[src/rtl/irq_sources_defs.svh]
/*
  Offsets, field positions and reset values of the interrupt-source block.
  Assumes a byte-wide register port with a 3-bit address.
*/
`ifndef IRQ_SOURCES_DEFS_SVH
`define IRQ_SOURCES_DEFS_SVH
// Register offsets
`define OFS_RESET_CAUSE 3'h0
`define OFS_CTRL_ONE 3'h1
`define OFS_CTRL_TWO 3'h2
`define OFS_CTRL_THREE 3'h3
`define OFS_PIN_CHANGE_EN 3'h4
`define OFS_COUNT_LOW 3'h5
`define OFS_COUNT_HIGH 3'h6
`define OFS_COUNT_CTRL 3'h7
// Reset cause register fields
`define RC_PRIO_EN 7
`define RC_SOFT_BO 6
`define RC_UNUSED 5
`define RC_RESET_INSTR 4
`define RC_WDT_TIMEOUT 3
`define RC_POWER_DOWN 2
`define RC_POWER_ON 1
`define RC_BROWNOUT 0
`define RC_RESET 8'h5c
// Control one fields
`define C1_GIE_HIGH 7
`define C1_GIE_LOW 6
`define C1_CNT_EN 5
`define C1_EXT0_EN 4
`define C1_PC_EN 3
`define C1_CNT_F 2
`define C1_EXT0_F 1
`define C1_PC_F 0
`define C1_RESET 8'h00
// Control two fields
`define C2_EDGE0 6
`define C2_EDGE1 5
`define C2_EDGE2 4
`define C2_CNT_PRIO 2
`define C2_PC_PRIO 0
`define C2_MASK 8'h75
`define C2_RESET 8'h75
// Control three fields
`define C3_PRIO2 7
`define C3_PRIO1 6
`define C3_EN2 4
`define C3_EN1 3
`define C3_F2 1
`define C3_F1 0
`define C3_MASK 8'hdb
`define C3_RESET 8'hc0
// Pin change enables sit in bits 7:4
`define PCE_MASK 8'hf0
// Counter control fields
`define CC_RUN 7
`define CC_MODE8 6
`define CC_RESET 8'hc0
`endif

[src/rtl/irq_sources_pkg.sv]
/*
  Types shared by the interrupt-source block.
  Assumes the constants header is included where numbers are needed.
*/
package irq_sources_pkg;
  typedef logic [7:0] byte_t;
  typedef logic [2:0] reg_addr_t;
  typedef enum logic {cnt_16bit = 1'b0, cnt_8bit = 1'b1} cnt_mode_t;
endpackage : irq_sources_pkg

[src/rtl/irq_sources_reset_flags.sv]
/*
  Interrupt sources, reset-cause flags and context capture for an 8-bit core.
  Assumes one 20 MHz clock, a core on the same clock and asynchronous pins.
*/
// Behaviour
// - Priority enable selects two-level or single-level interrupts
// - Reset-cause flags held in bits four to zero
// - Bit five reads zero, ignores writes
// - Reset values per field; timeout, power-down read-only
// - External inputs edge-triggered, edge chosen per bit
// - Valid edge sets external flag
// - Disabled external interrupt never reaches core
// - Enabled external interrupt wakes from idle/sleep
// - Vectoring after wake only with global enable
// - Lines one, two prioritised; line zero always high
// - Eight-bit mode: FF to 00 sets flag
// - Sixteen-bit mode: FFFF to 0000 sets flag
// - Counter interrupt has enable and priority bits
// - Upper port pin change sets change flag
// - Change needs port and per-pin enables; priority
// - Return address pushed on interrupt entry
// - Working, status, bank copied to shadow stack
`include "irq_sources_defs.svh"
`timescale 1ns/1ps
`default_nettype none
module irq_sources_reset_flags
  import irq_sources_pkg::*;
#(
  parameter int PC_W = 21 // Return address width
)
(
  input wire logic i_clock, // 20 MHz system clock
  input wire logic i_rst_n, // Synchronous reset, active low
  input wire reg_addr_t i_addr, // Register address
  input wire byte_t i_wdata, // Write data
  input wire logic i_wr, // Write strobe
  input wire logic i_rd, // Read strobe
  output byte_t o_rdata, // Read data, cycle after strobe
  input wire logic [2:0] i_ext_irq_line, // External interrupt pins 2..0
  input wire logic [3:0] i_second_io_port, // Upper port pins 7..4
  input wire logic i_count_tick, // Counter increment pulse
  input wire logic i_reset_instr_evt, // Reset instruction executed
  input wire logic i_wdt_timeout_evt, // Watchdog timed out
  input wire logic i_sleep_evt, // Sleep instruction executed
  input wire logic i_wdt_clear_evt, // Watchdog cleared
  input wire logic i_brownout_evt, // Brown-out seen
  input wire logic i_irq_entry, // Core enters an interrupt
  input wire logic [PC_W-1:0] i_return_pc, // Address to return to
  input wire byte_t i_working_register, // Working register
  input wire byte_t i_status, // Status register
  input wire byte_t i_bank_select_register, // Bank select register
  output logic o_irq_high, // High-priority request
  output logic o_irq_low, // Low-priority request
  output logic o_wake, // Wake from idle or sleep
  output logic o_stack_push, // Return stack push pulse
  output logic [PC_W-1:0] o_stack_pc, // Address pushed
  output byte_t o_shadow_working, // Fast stack working copy
  output byte_t o_shadow_status, // Fast stack status copy
  output byte_t o_shadow_bank // Fast stack bank copy
);

  // ----------------------------------------
  // Elaboration check
  // ----------------------------------------
  if (PC_W < 1 || PC_W > 32)
  begin : g_bad_pc
    $error("PC_W must be 1 to 32");
  end

  // Address match, used by every write path; the read port decodes with a case
  function automatic logic hit(input reg_addr_t a, input reg_addr_t ofs);
    hit = (a == ofs);
  endfunction : hit

  byte_t reset_cause_reg; // Priority enable and reset cause
  byte_t ctrl_one_reg; // Global enables, core flags
  byte_t ctrl_two_reg; // Edges and priorities
  byte_t ctrl_three_reg; // Lines one, two
  byte_t pin_change_en_reg; // Per-pin change enables
  byte_t count_low_reg; // Counter low byte
  byte_t count_high_reg; // Counter high byte
  byte_t count_ctrl_reg; // Run and mode
  logic [2:0] ext_meta_reg; // First sync stage
  logic [2:0] ext_sync_reg; // Second sync stage
  logic [2:0] ext_prev_reg; // Level one cycle back
  logic [3:0] pc_meta_reg; // First sync stage
  logic [3:0] pc_sync_reg; // Second sync stage
  logic [3:0] pc_prev_reg; // Level one cycle back
  logic [2:0] ext_edge; // Valid edge per line
  logic pin_change; // Any enabled pin changed
  logic cnt_ovf; // Counter rolled over
  logic [15:0] count_next; // Counter plus one
  logic wr_c1; // Write to control one
  logic wr_c3; // Write to control three

  assign wr_c1 = i_wr && hit(i_addr, `OFS_CTRL_ONE);
  assign wr_c3 = i_wr && hit(i_addr, `OFS_CTRL_THREE);

  // ----------------------------------------
  // Pin synchronisers
  // ----------------------------------------
  // Pins are asynchronous; the first stage never feeds detection.
  // The chain stays out of reset so it already holds the pin levels when
  // reset lifts; clearing it would fake an edge on idle-high pins
  always_ff @(posedge i_clock)
  begin
    ext_meta_reg <= i_ext_irq_line;
    ext_sync_reg <= ext_meta_reg;
    ext_prev_reg <= ext_sync_reg;
    pc_meta_reg <= i_second_io_port;
    pc_sync_reg <= pc_meta_reg;
    pc_prev_reg <= pc_sync_reg;
  end

  // ----------------------------------------
  // Edge and change detection
  // ----------------------------------------
  // Edge select bits sit at descending positions for lines 0..2
  for (genvar k = 0; k < 3; k++)
  begin : g_edge
    logic sel;
    assign sel = ctrl_two_reg[`C2_EDGE0 - k];
    // Rising when select is 1, falling when 0
    assign ext_edge[k] = sel ? (ext_sync_reg[k] && !ext_prev_reg[k])
                             : (!ext_sync_reg[k] && ext_prev_reg[k]);
  end

  // Only pins with their own enable can raise the change flag
  assign pin_change = |((pc_sync_reg ^ pc_prev_reg) & pin_change_en_reg[7:4]);

  // ----------------------------------------
  // Counter
  // ----------------------------------------
  // In 8-bit mode the high byte is left alone
  assign count_next = {count_high_reg, count_low_reg} + 16'h0001;
  assign cnt_ovf = i_count_tick && count_ctrl_reg[`CC_RUN] &&
                   (count_ctrl_reg[`CC_MODE8] == cnt_8bit ?
                    (count_low_reg == 8'hff) :
                    ({count_high_reg, count_low_reg} == 16'hffff));

  // Software writes take precedence over a tick in the same cycle
  always_ff @(posedge i_clock)
  begin
    if (!i_rst_n)
    begin
      count_low_reg <= 8'h00;
      count_high_reg <= 8'h00;
      count_ctrl_reg <= `CC_RESET;
    end
    else
    begin
      if (i_wr && hit(i_addr, `OFS_COUNT_CTRL))
      begin
        count_ctrl_reg <= i_wdata & 8'hc0;
      end
      if (i_wr && hit(i_addr, `OFS_COUNT_LOW))
      begin
        count_low_reg <= i_wdata;
      end
      else if (i_count_tick && count_ctrl_reg[`CC_RUN])
      begin
        count_low_reg <= count_next[7:0];
      end
      if (i_wr && hit(i_addr, `OFS_COUNT_HIGH))
      begin
        count_high_reg <= i_wdata;
      end
      else if (i_count_tick && count_ctrl_reg[`CC_RUN] &&
               count_ctrl_reg[`CC_MODE8] == cnt_16bit)
      begin
        count_high_reg <= count_next[15:8];
      end
    end
  end

  // ----------------------------------------
  // Reset cause register
  // ----------------------------------------
  // Hardware events beat a software write in the same cycle
  always_ff @(posedge i_clock)
  begin
    if (!i_rst_n)
    begin
      reset_cause_reg <= `RC_RESET;
    end
    else
    begin
      if (i_wr && hit(i_addr, `OFS_RESET_CAUSE))
      begin
        reset_cause_reg[`RC_PRIO_EN] <= i_wdata[`RC_PRIO_EN];
        reset_cause_reg[`RC_SOFT_BO] <= i_wdata[`RC_SOFT_BO];
        reset_cause_reg[`RC_RESET_INSTR] <= i_wdata[`RC_RESET_INSTR];
        reset_cause_reg[`RC_POWER_ON] <= i_wdata[`RC_POWER_ON];
        reset_cause_reg[`RC_BROWNOUT] <= i_wdata[`RC_BROWNOUT];
        // Timeout and power-down are read-only; bit 5 stays zero
      end
      if (i_reset_instr_evt)
      begin
        reset_cause_reg[`RC_RESET_INSTR] <= 1'b0;
      end
      if (i_wdt_clear_evt)
      begin
        reset_cause_reg[`RC_WDT_TIMEOUT] <= 1'b1;
        reset_cause_reg[`RC_POWER_DOWN] <= 1'b1;
      end
      if (i_sleep_evt)
      begin
        reset_cause_reg[`RC_WDT_TIMEOUT] <= 1'b1;
        reset_cause_reg[`RC_POWER_DOWN] <= 1'b0;
      end
      if (i_wdt_timeout_evt)
      begin
        reset_cause_reg[`RC_WDT_TIMEOUT] <= 1'b0;
      end
      if (i_brownout_evt)
      begin
        reset_cause_reg[`RC_BROWNOUT] <= 1'b0;
      end
      reset_cause_reg[`RC_UNUSED] <= 1'b0;
    end
  end

  // ----------------------------------------
  // Control registers and flags
  // ----------------------------------------
  // Flags are set by hardware and cleared only by software;
  // a set in the clearing cycle wins so no event is lost
  always_ff @(posedge i_clock)
  begin
    if (!i_rst_n)
    begin
      ctrl_one_reg <= `C1_RESET;
      ctrl_two_reg <= `C2_RESET;
      ctrl_three_reg <= `C3_RESET;
      pin_change_en_reg <= 8'h00;
    end
    else
    begin
      if (wr_c1)
      begin
        ctrl_one_reg <= i_wdata;
      end
      if (wr_c3)
      begin
        ctrl_three_reg <= i_wdata & `C3_MASK;
      end
      if (i_wr && hit(i_addr, `OFS_CTRL_TWO))
      begin
        ctrl_two_reg <= i_wdata & `C2_MASK;
      end
      if (i_wr && hit(i_addr, `OFS_PIN_CHANGE_EN))
      begin
        pin_change_en_reg <= i_wdata & `PCE_MASK;
      end
      if (ext_edge[0])
      begin
        ctrl_one_reg[`C1_EXT0_F] <= 1'b1;
      end
      if (cnt_ovf)
      begin
        ctrl_one_reg[`C1_CNT_F] <= 1'b1;
      end
      if (pin_change)
      begin
        ctrl_one_reg[`C1_PC_F] <= 1'b1;
      end
      if (ext_edge[1])
      begin
        ctrl_three_reg[`C3_F1] <= 1'b1;
      end
      if (ext_edge[2])
      begin
        ctrl_three_reg[`C3_F2] <= 1'b1;
      end
    end
  end

  // ----------------------------------------
  // Request combination
  // ----------------------------------------
  logic [4:0] req_act; // Flag and own enable per source
  logic [4:0] req_high; // Source is high priority
  logic prio_en; // Two-level mode
  logic gie_high; // Global or high enable
  logic gie_low; // Low enable in two-level mode

  assign prio_en = reset_cause_reg[`RC_PRIO_EN];
  assign gie_high = ctrl_one_reg[`C1_GIE_HIGH];
  assign gie_low = ctrl_one_reg[`C1_GIE_LOW];
  // Sources: 0 line zero, 1 line one, 2 line two, 3 counter, 4 change
  assign req_act[0] = ctrl_one_reg[`C1_EXT0_F] && ctrl_one_reg[`C1_EXT0_EN];
  assign req_act[1] = ctrl_three_reg[`C3_F1] && ctrl_three_reg[`C3_EN1];
  assign req_act[2] = ctrl_three_reg[`C3_F2] && ctrl_three_reg[`C3_EN2];
  assign req_act[3] = ctrl_one_reg[`C1_CNT_F] && ctrl_one_reg[`C1_CNT_EN];
  assign req_act[4] = ctrl_one_reg[`C1_PC_F] && ctrl_one_reg[`C1_PC_EN];
  assign req_high[0] = 1'b1;
  assign req_high[1] = ctrl_three_reg[`C3_PRIO1];
  assign req_high[2] = ctrl_three_reg[`C3_PRIO2];
  assign req_high[3] = ctrl_two_reg[`C2_CNT_PRIO];
  assign req_high[4] = ctrl_two_reg[`C2_PC_PRIO];

  // In single-level mode every source goes to the high vector
  always_ff @(posedge i_clock)
  begin
    if (!i_rst_n)
    begin
      o_irq_high <= 1'b0;
      o_irq_low <= 1'b0;
      o_wake <= 1'b0;
    end
    else
    begin
      if (prio_en)
      begin
        o_irq_high <= gie_high && |(req_act & req_high);
        o_irq_low <= gie_high && gie_low && |(req_act & ~req_high);
      end
      else
      begin
        o_irq_high <= gie_high && |req_act;
        o_irq_low <= 1'b0;
      end
      // Wake ignores the global enable; an enable set late still wakes
      // only once the flag is seen, which the core must tolerate
      o_wake <= |req_act[2:0];
    end
  end

  // ----------------------------------------
  // Context capture on entry
  // ----------------------------------------
  // Shadow copies hold until the next entry: one deep only
  always_ff @(posedge i_clock)
  begin
    if (!i_rst_n)
    begin
      o_stack_push <= 1'b0;
      o_stack_pc <= '0;
      o_shadow_working <= 8'h00;
      o_shadow_status <= 8'h00;
      o_shadow_bank <= 8'h00;
    end
    else
    begin
      o_stack_push <= i_irq_entry;
      if (i_irq_entry)
      begin
        o_stack_pc <= i_return_pc;
        o_shadow_working <= i_working_register;
        o_shadow_status <= i_status;
        o_shadow_bank <= i_bank_select_register;
      end
    end
  end

  // ----------------------------------------
  // Read port
  // ----------------------------------------
  // Data stand only in the cycle after the strobe, zero otherwise
  always_ff @(posedge i_clock)
  begin
    if (!i_rst_n)
    begin
      o_rdata <= 8'h00;
    end
    else if (i_rd)
    begin
      case (i_addr)
        `OFS_RESET_CAUSE: o_rdata <= reset_cause_reg;
        `OFS_CTRL_ONE: o_rdata <= ctrl_one_reg;
        `OFS_CTRL_TWO: o_rdata <= ctrl_two_reg;
        `OFS_CTRL_THREE: o_rdata <= ctrl_three_reg;
        `OFS_PIN_CHANGE_EN: o_rdata <= pin_change_en_reg;
        `OFS_COUNT_LOW: o_rdata <= count_low_reg;
        `OFS_COUNT_HIGH: o_rdata <= count_high_reg;
        `OFS_COUNT_CTRL: o_rdata <= count_ctrl_reg;
        default: o_rdata <= 8'h00;
      endcase
    end
    else
    begin
      o_rdata <= 8'h00;
    end
  end

endmodule : irq_sources_reset_flags
`default_nettype wire

[config.mk]
export PLATFORM = sky130hd
export DESIGN_NAME = irq_sources_reset_flags
export DESIGN_NICKNAME = d
export VERILOG_FILES = /design/src/rtl/irq_sources_pkg.sv /design/src/rtl/irq_sources_reset_flags.sv
export VERILOG_INCLUDE_DIRS = /design/src /design/src/rtl
export SDC_FILE = /design/constraint.sdc
export NUM_CORES = 1
export LEC_CHECK = 0
export BUFFER_PORTS_ARGS = -buffer_cell sky130_fd_sc_hd__buf_2
export CAP_MARGIN = 10
export CORE_MARGIN = 10
export CORE_UTILIZATION = 40
export DETAILED_ROUTE_END_ITERATION = 10
export PLACE_DENSITY_LB_ADDON = 0.05
export SYNTH_ARGS = -nofsm -noshare
export SYNTH_HDL_FRONTEND = slang
export SYNTH_SLANG_ARGS = --single-unit
[constraint.sdc]
create_clock -name i_clock -period 1.93 [get_ports i_clock]
set_input_delay 0 -clock i_clock [delete_from_list [all_inputs] [get_ports i_clock]]
set_output_delay 0 -clock i_clock [all_outputs]
set_load 0.02 [all_outputs]
==> metrics.md <==
| Metric | Value |
|---|---|
| Yosys warns | `0` |
| Max Cap Viol | `0` |
| Vias in the first global route | `4532` |
| Final worst-path cycle share | `93.6%` |
| Initial antenna violation count | `0` |
| Largest net degree at the start of global routing | `47` |
| Grt met1 use | `21.6%` |
| Status | `finished, final reports clean` |
| CTS Buf Count | `17` |
| Setup TNS | `0 ns` |
| Number of synthesized flops with an enable pin | `0` |
| Worst-Margin Slew | `0.469 ns` |
| Seq/Total Area, Yosys | `51.1%` |
| DR vias/cell | `4.93` |
| Worst IR Drop VDD | `0.000714 V` |
| Slew margin rel. | `68.7%` |
| Worst EP required | `2.27 ns` |
| Detailed Route Iter0 Violations | `239` |
| I/O Pins | `131` |
| Core area | `0.0121 mm^2` |
| Port buffer count | `130` |
| Post-synth ARST share | `0%` |
| Postcts setup bufs | `0` |
| Via count | `4436` |
| Critical path launch point type | `register` |
| Data arrival, critical path | `2.15 ns` |
| Number of fill cells | `1097` |
| Post-synthesis cell area | `0.00494 mm^2` |
| RSZ-0062 raised after global routing | `false` |
| M2 GR Usage | `28.6%` |
| Clock tree buffer depth | `2` |
| H-tree Lvls | `4` |
| GPL Wtd Cong | `0.902` |
| DRT Pass-1 Iters | `4` |
| CTS tree | `yes` |
| Critical path endpoint category | `register` |
| Crit path max fanout | `6` |
| Initial Util | `41.0%` |
| Setup violations, final | `0` |
| F_max | `0.554 GHz` |
| N_diodes | `0` |
| Share of post-route cells with drive strength above 1 | `24.7%` |
| Grt peak-use layer | `met2` |
| Die Span Y | `131 um` |
| Synthesized flop and latch total | `126` |
| Clock Root Buffer | `clkbuf_16` |
| Placed cell count | `798` |
| Hold Vio Cnt, Final | `0` |
| Antenna-violating nets left | `0` |
| PD cells | `908 mW/mm^2` |
| Routing usage on met3 | `5.95%` |
| GR Overflow Total | `0` |
| Final slew viol count | `0` |
| DRC viols | `0` |
| First-pass GRT wire length | `24400 um` |
| Total GRT Usage | `17.6%` |
| Cell count after synthesis | `516` |
| Largest register FFs | `21` |
| Syn Area/Cell | `9.58 um^2` |
| Clk Latency, worst-skew pair | `0.41 ns` |
| Worst-path clk slew | `0.05 ns` |
| Synth Flop Type | `dfxtp_1` |
| Leak | `0.00314 uW` |
| Final wirelength | `14900 um` |
| Largest register by flop count | `o_stack_pc` |
| TritonCTS Sinks | `126` |
| Min Clock Period, post-route | `1.81 ns` |
| Crit Path Class | `register to register` |
| DR WL/cell | `16.6 um` |
| Post-layout instance count excluding filler cells | `900` |
| Die area | `0.0172 mm^2` |
| Post-Syn Nets | `591` |
| Dpl hpwl | `10300 um` |
| Cell row count | `40` |
| Clk_skew | `0.00464 ns` |
| Nets | `796` |
| Layout Area Growth over Synthesis | `43.4%` |
| Min-Delay Path Class | `input pin to register` |
| Die Span X | `131 um` |
| Post-synth cell types | `49` |
-- layer usage --
| metal | up-vias | wire (um) |
|---|---|---|
| li1 | 2229 | - |
| met1 | 2089 | 6550 |
| met2 | 105 | 7430 |
| met3 | 13 | 844 |
| met4 | 0 | 113 |
| met5 | - | 0 |
-- power breakdown --
part           switching [uW]  internal, uW  total [uW]  leakage (uW)
Clock                    1080          1810        2890      0.000259
Sequential               77.2          2730        2810       0.00104
Combinational             381           348         728       0.00185
Total                    1540          4890        6430       0.00314
-- worst max-delay path, stage by stage (launching register included) --
cell     delay [ns]
dfxtp_1        0.41
nand3_2        0.11
or4_4          0.58
or4_1          0.48
a31oi_1        0.16
-- worst paths after layout --
check                                        end  slack, ns                     startpoint  cells past startpoint
setup / recovery  count_high_reg[7]$_SDFFE_PN0P_       0.12  count_low_reg[2]$_SDFFE_PN0P_                      4
hold / removal             o_rdata[6]$_SDFF_PN0_       0.08                           i_rd                      3
setup reg to reg  count_high_reg[7]$_SDFFE_PN0P_       0.12  count_low_reg[2]$_SDFFE_PN0P_                      4
hold reg to reg           pc_sync_reg[2]$_DFF_P_       0.32         pc_meta_reg[2]$_DFF_P_                      0
-- layout by cell type (no fill, tap or decap), types with 4 or more instances in the layout --
master / Yosys / layout
dlygate4sd3_1: 0 / 72
mux2i_1: 78 / 78
xnor2_1: 8 / 8
nor2b_1: 8 / 8
dfxtp_1: 126 / 126
nand4_1: 6 / 6
a31oi_1: 8 / 8
nor2_1: 82 / 82
clkinv_2: 0 / 4
clkbuf_16: 0 / 17
o21ai_0: 19 / 19
and3_1: 5 / 5
clkbuf_1: 24 / 4
nor4_1: 4 / 4
a211oi_1: 4 / 4
a21oi_1: 18 / 18
xor2_1: 7 / 7
nand3_1: 15 / 15
nand2_1: 29 / 29
a22oi_1: 5 / 5
nor3_1: 11 / 11
inv_1: 7 / 7
buf_4: 0 / 14
buf_2: 2 / 130
-- layout make-up --
class                           count  area, um^2  share of cell area, %
Sequential cell                   126        2520                   35.6
Multi-Input combinational cell    350        2270                   32.1
Timing Repair Buffer              218        1520                   21.4
Clock buffer                       23         468                   6.61
Tap cell                          168         210                   2.97
Clock inverter                      7        65.1                  0.919
Inverter                            8        30.0                  0.424
-- Yosys cell counts, drive strengths merged (3+ instances only) --
library cell | instances | share of area, %
nand2 | 29 | 2.2
a221oi | 3 | 0.53
a21oi | 18 | 1.8
o22ai | 3 | 0.38
a311oi | 3 | 0.53
nor4 | 4 | 0.51
dfxtp | 126 | 51
and3 | 5 | 0.63
nand4 | 6 | 0.76
buf | 7 | 0.58
nor2 | 82 | 6.2
xnor2 | 8 | 1.4
a22oi | 5 | 0.76
a22o | 3 | 0.53
xor2 | 7 | 1.2
o21ai | 19 | 1.9
or4 | 3 | 0.53
a211oi | 4 | 0.61
inv | 7 | 0.53
clkbuf | 25 | 1.9
nand3 | 16 | 1.7
mux2i | 78 | 16
o21a | 3 | 0.46
a31oi | 8 | 1.0
nor2b | 8 | 1.0
nor3 | 11 | 1.1
-- what timing repair did --
item	in CTS	in global routing
gates resized for setup	0	0
setup endpoints to repair	0	0
endpoints found under the hold margin	80	0
hold buffers	72	0
-- logic make-up (layout without fill, tap and decap cells) --
group | count (synthesis) | after routing | synth area share, %
AND/OR/NAND/NOR | 174 | 174 | 16.3
flip-flops | 126 | 126 | 51.1
AO/OA/AOI/OAI | 80 | 80 | 10.4
multiplexers | 80 | 80 | 16.3
buffers and inverters | 40 | 256 | 3.11
XOR/XNOR | 15 | 15 | 2.66
adder cells (fa/ha/maj) | 1 | 1 | 0.253
-- metrics by stage --
stage               instance area [um^2]  hold WS [ns]  setup WS, ns  power [uW]  util, %
global route                        7080        0.0850        0.0659        6690     58.7
detailed placement                  5830         0.104         0.146        3470     48.3
finish                              7080        0.0848         0.124        6430     58.7
CTS                                 7080        0.0696         0.128        6480     58.7
floorplan                           4940        0.0277         0.167        3210        -
global placement                    5830         0.103         0.172        3470     48.3
Note: power is estimated with default switching activity, not from simulation.
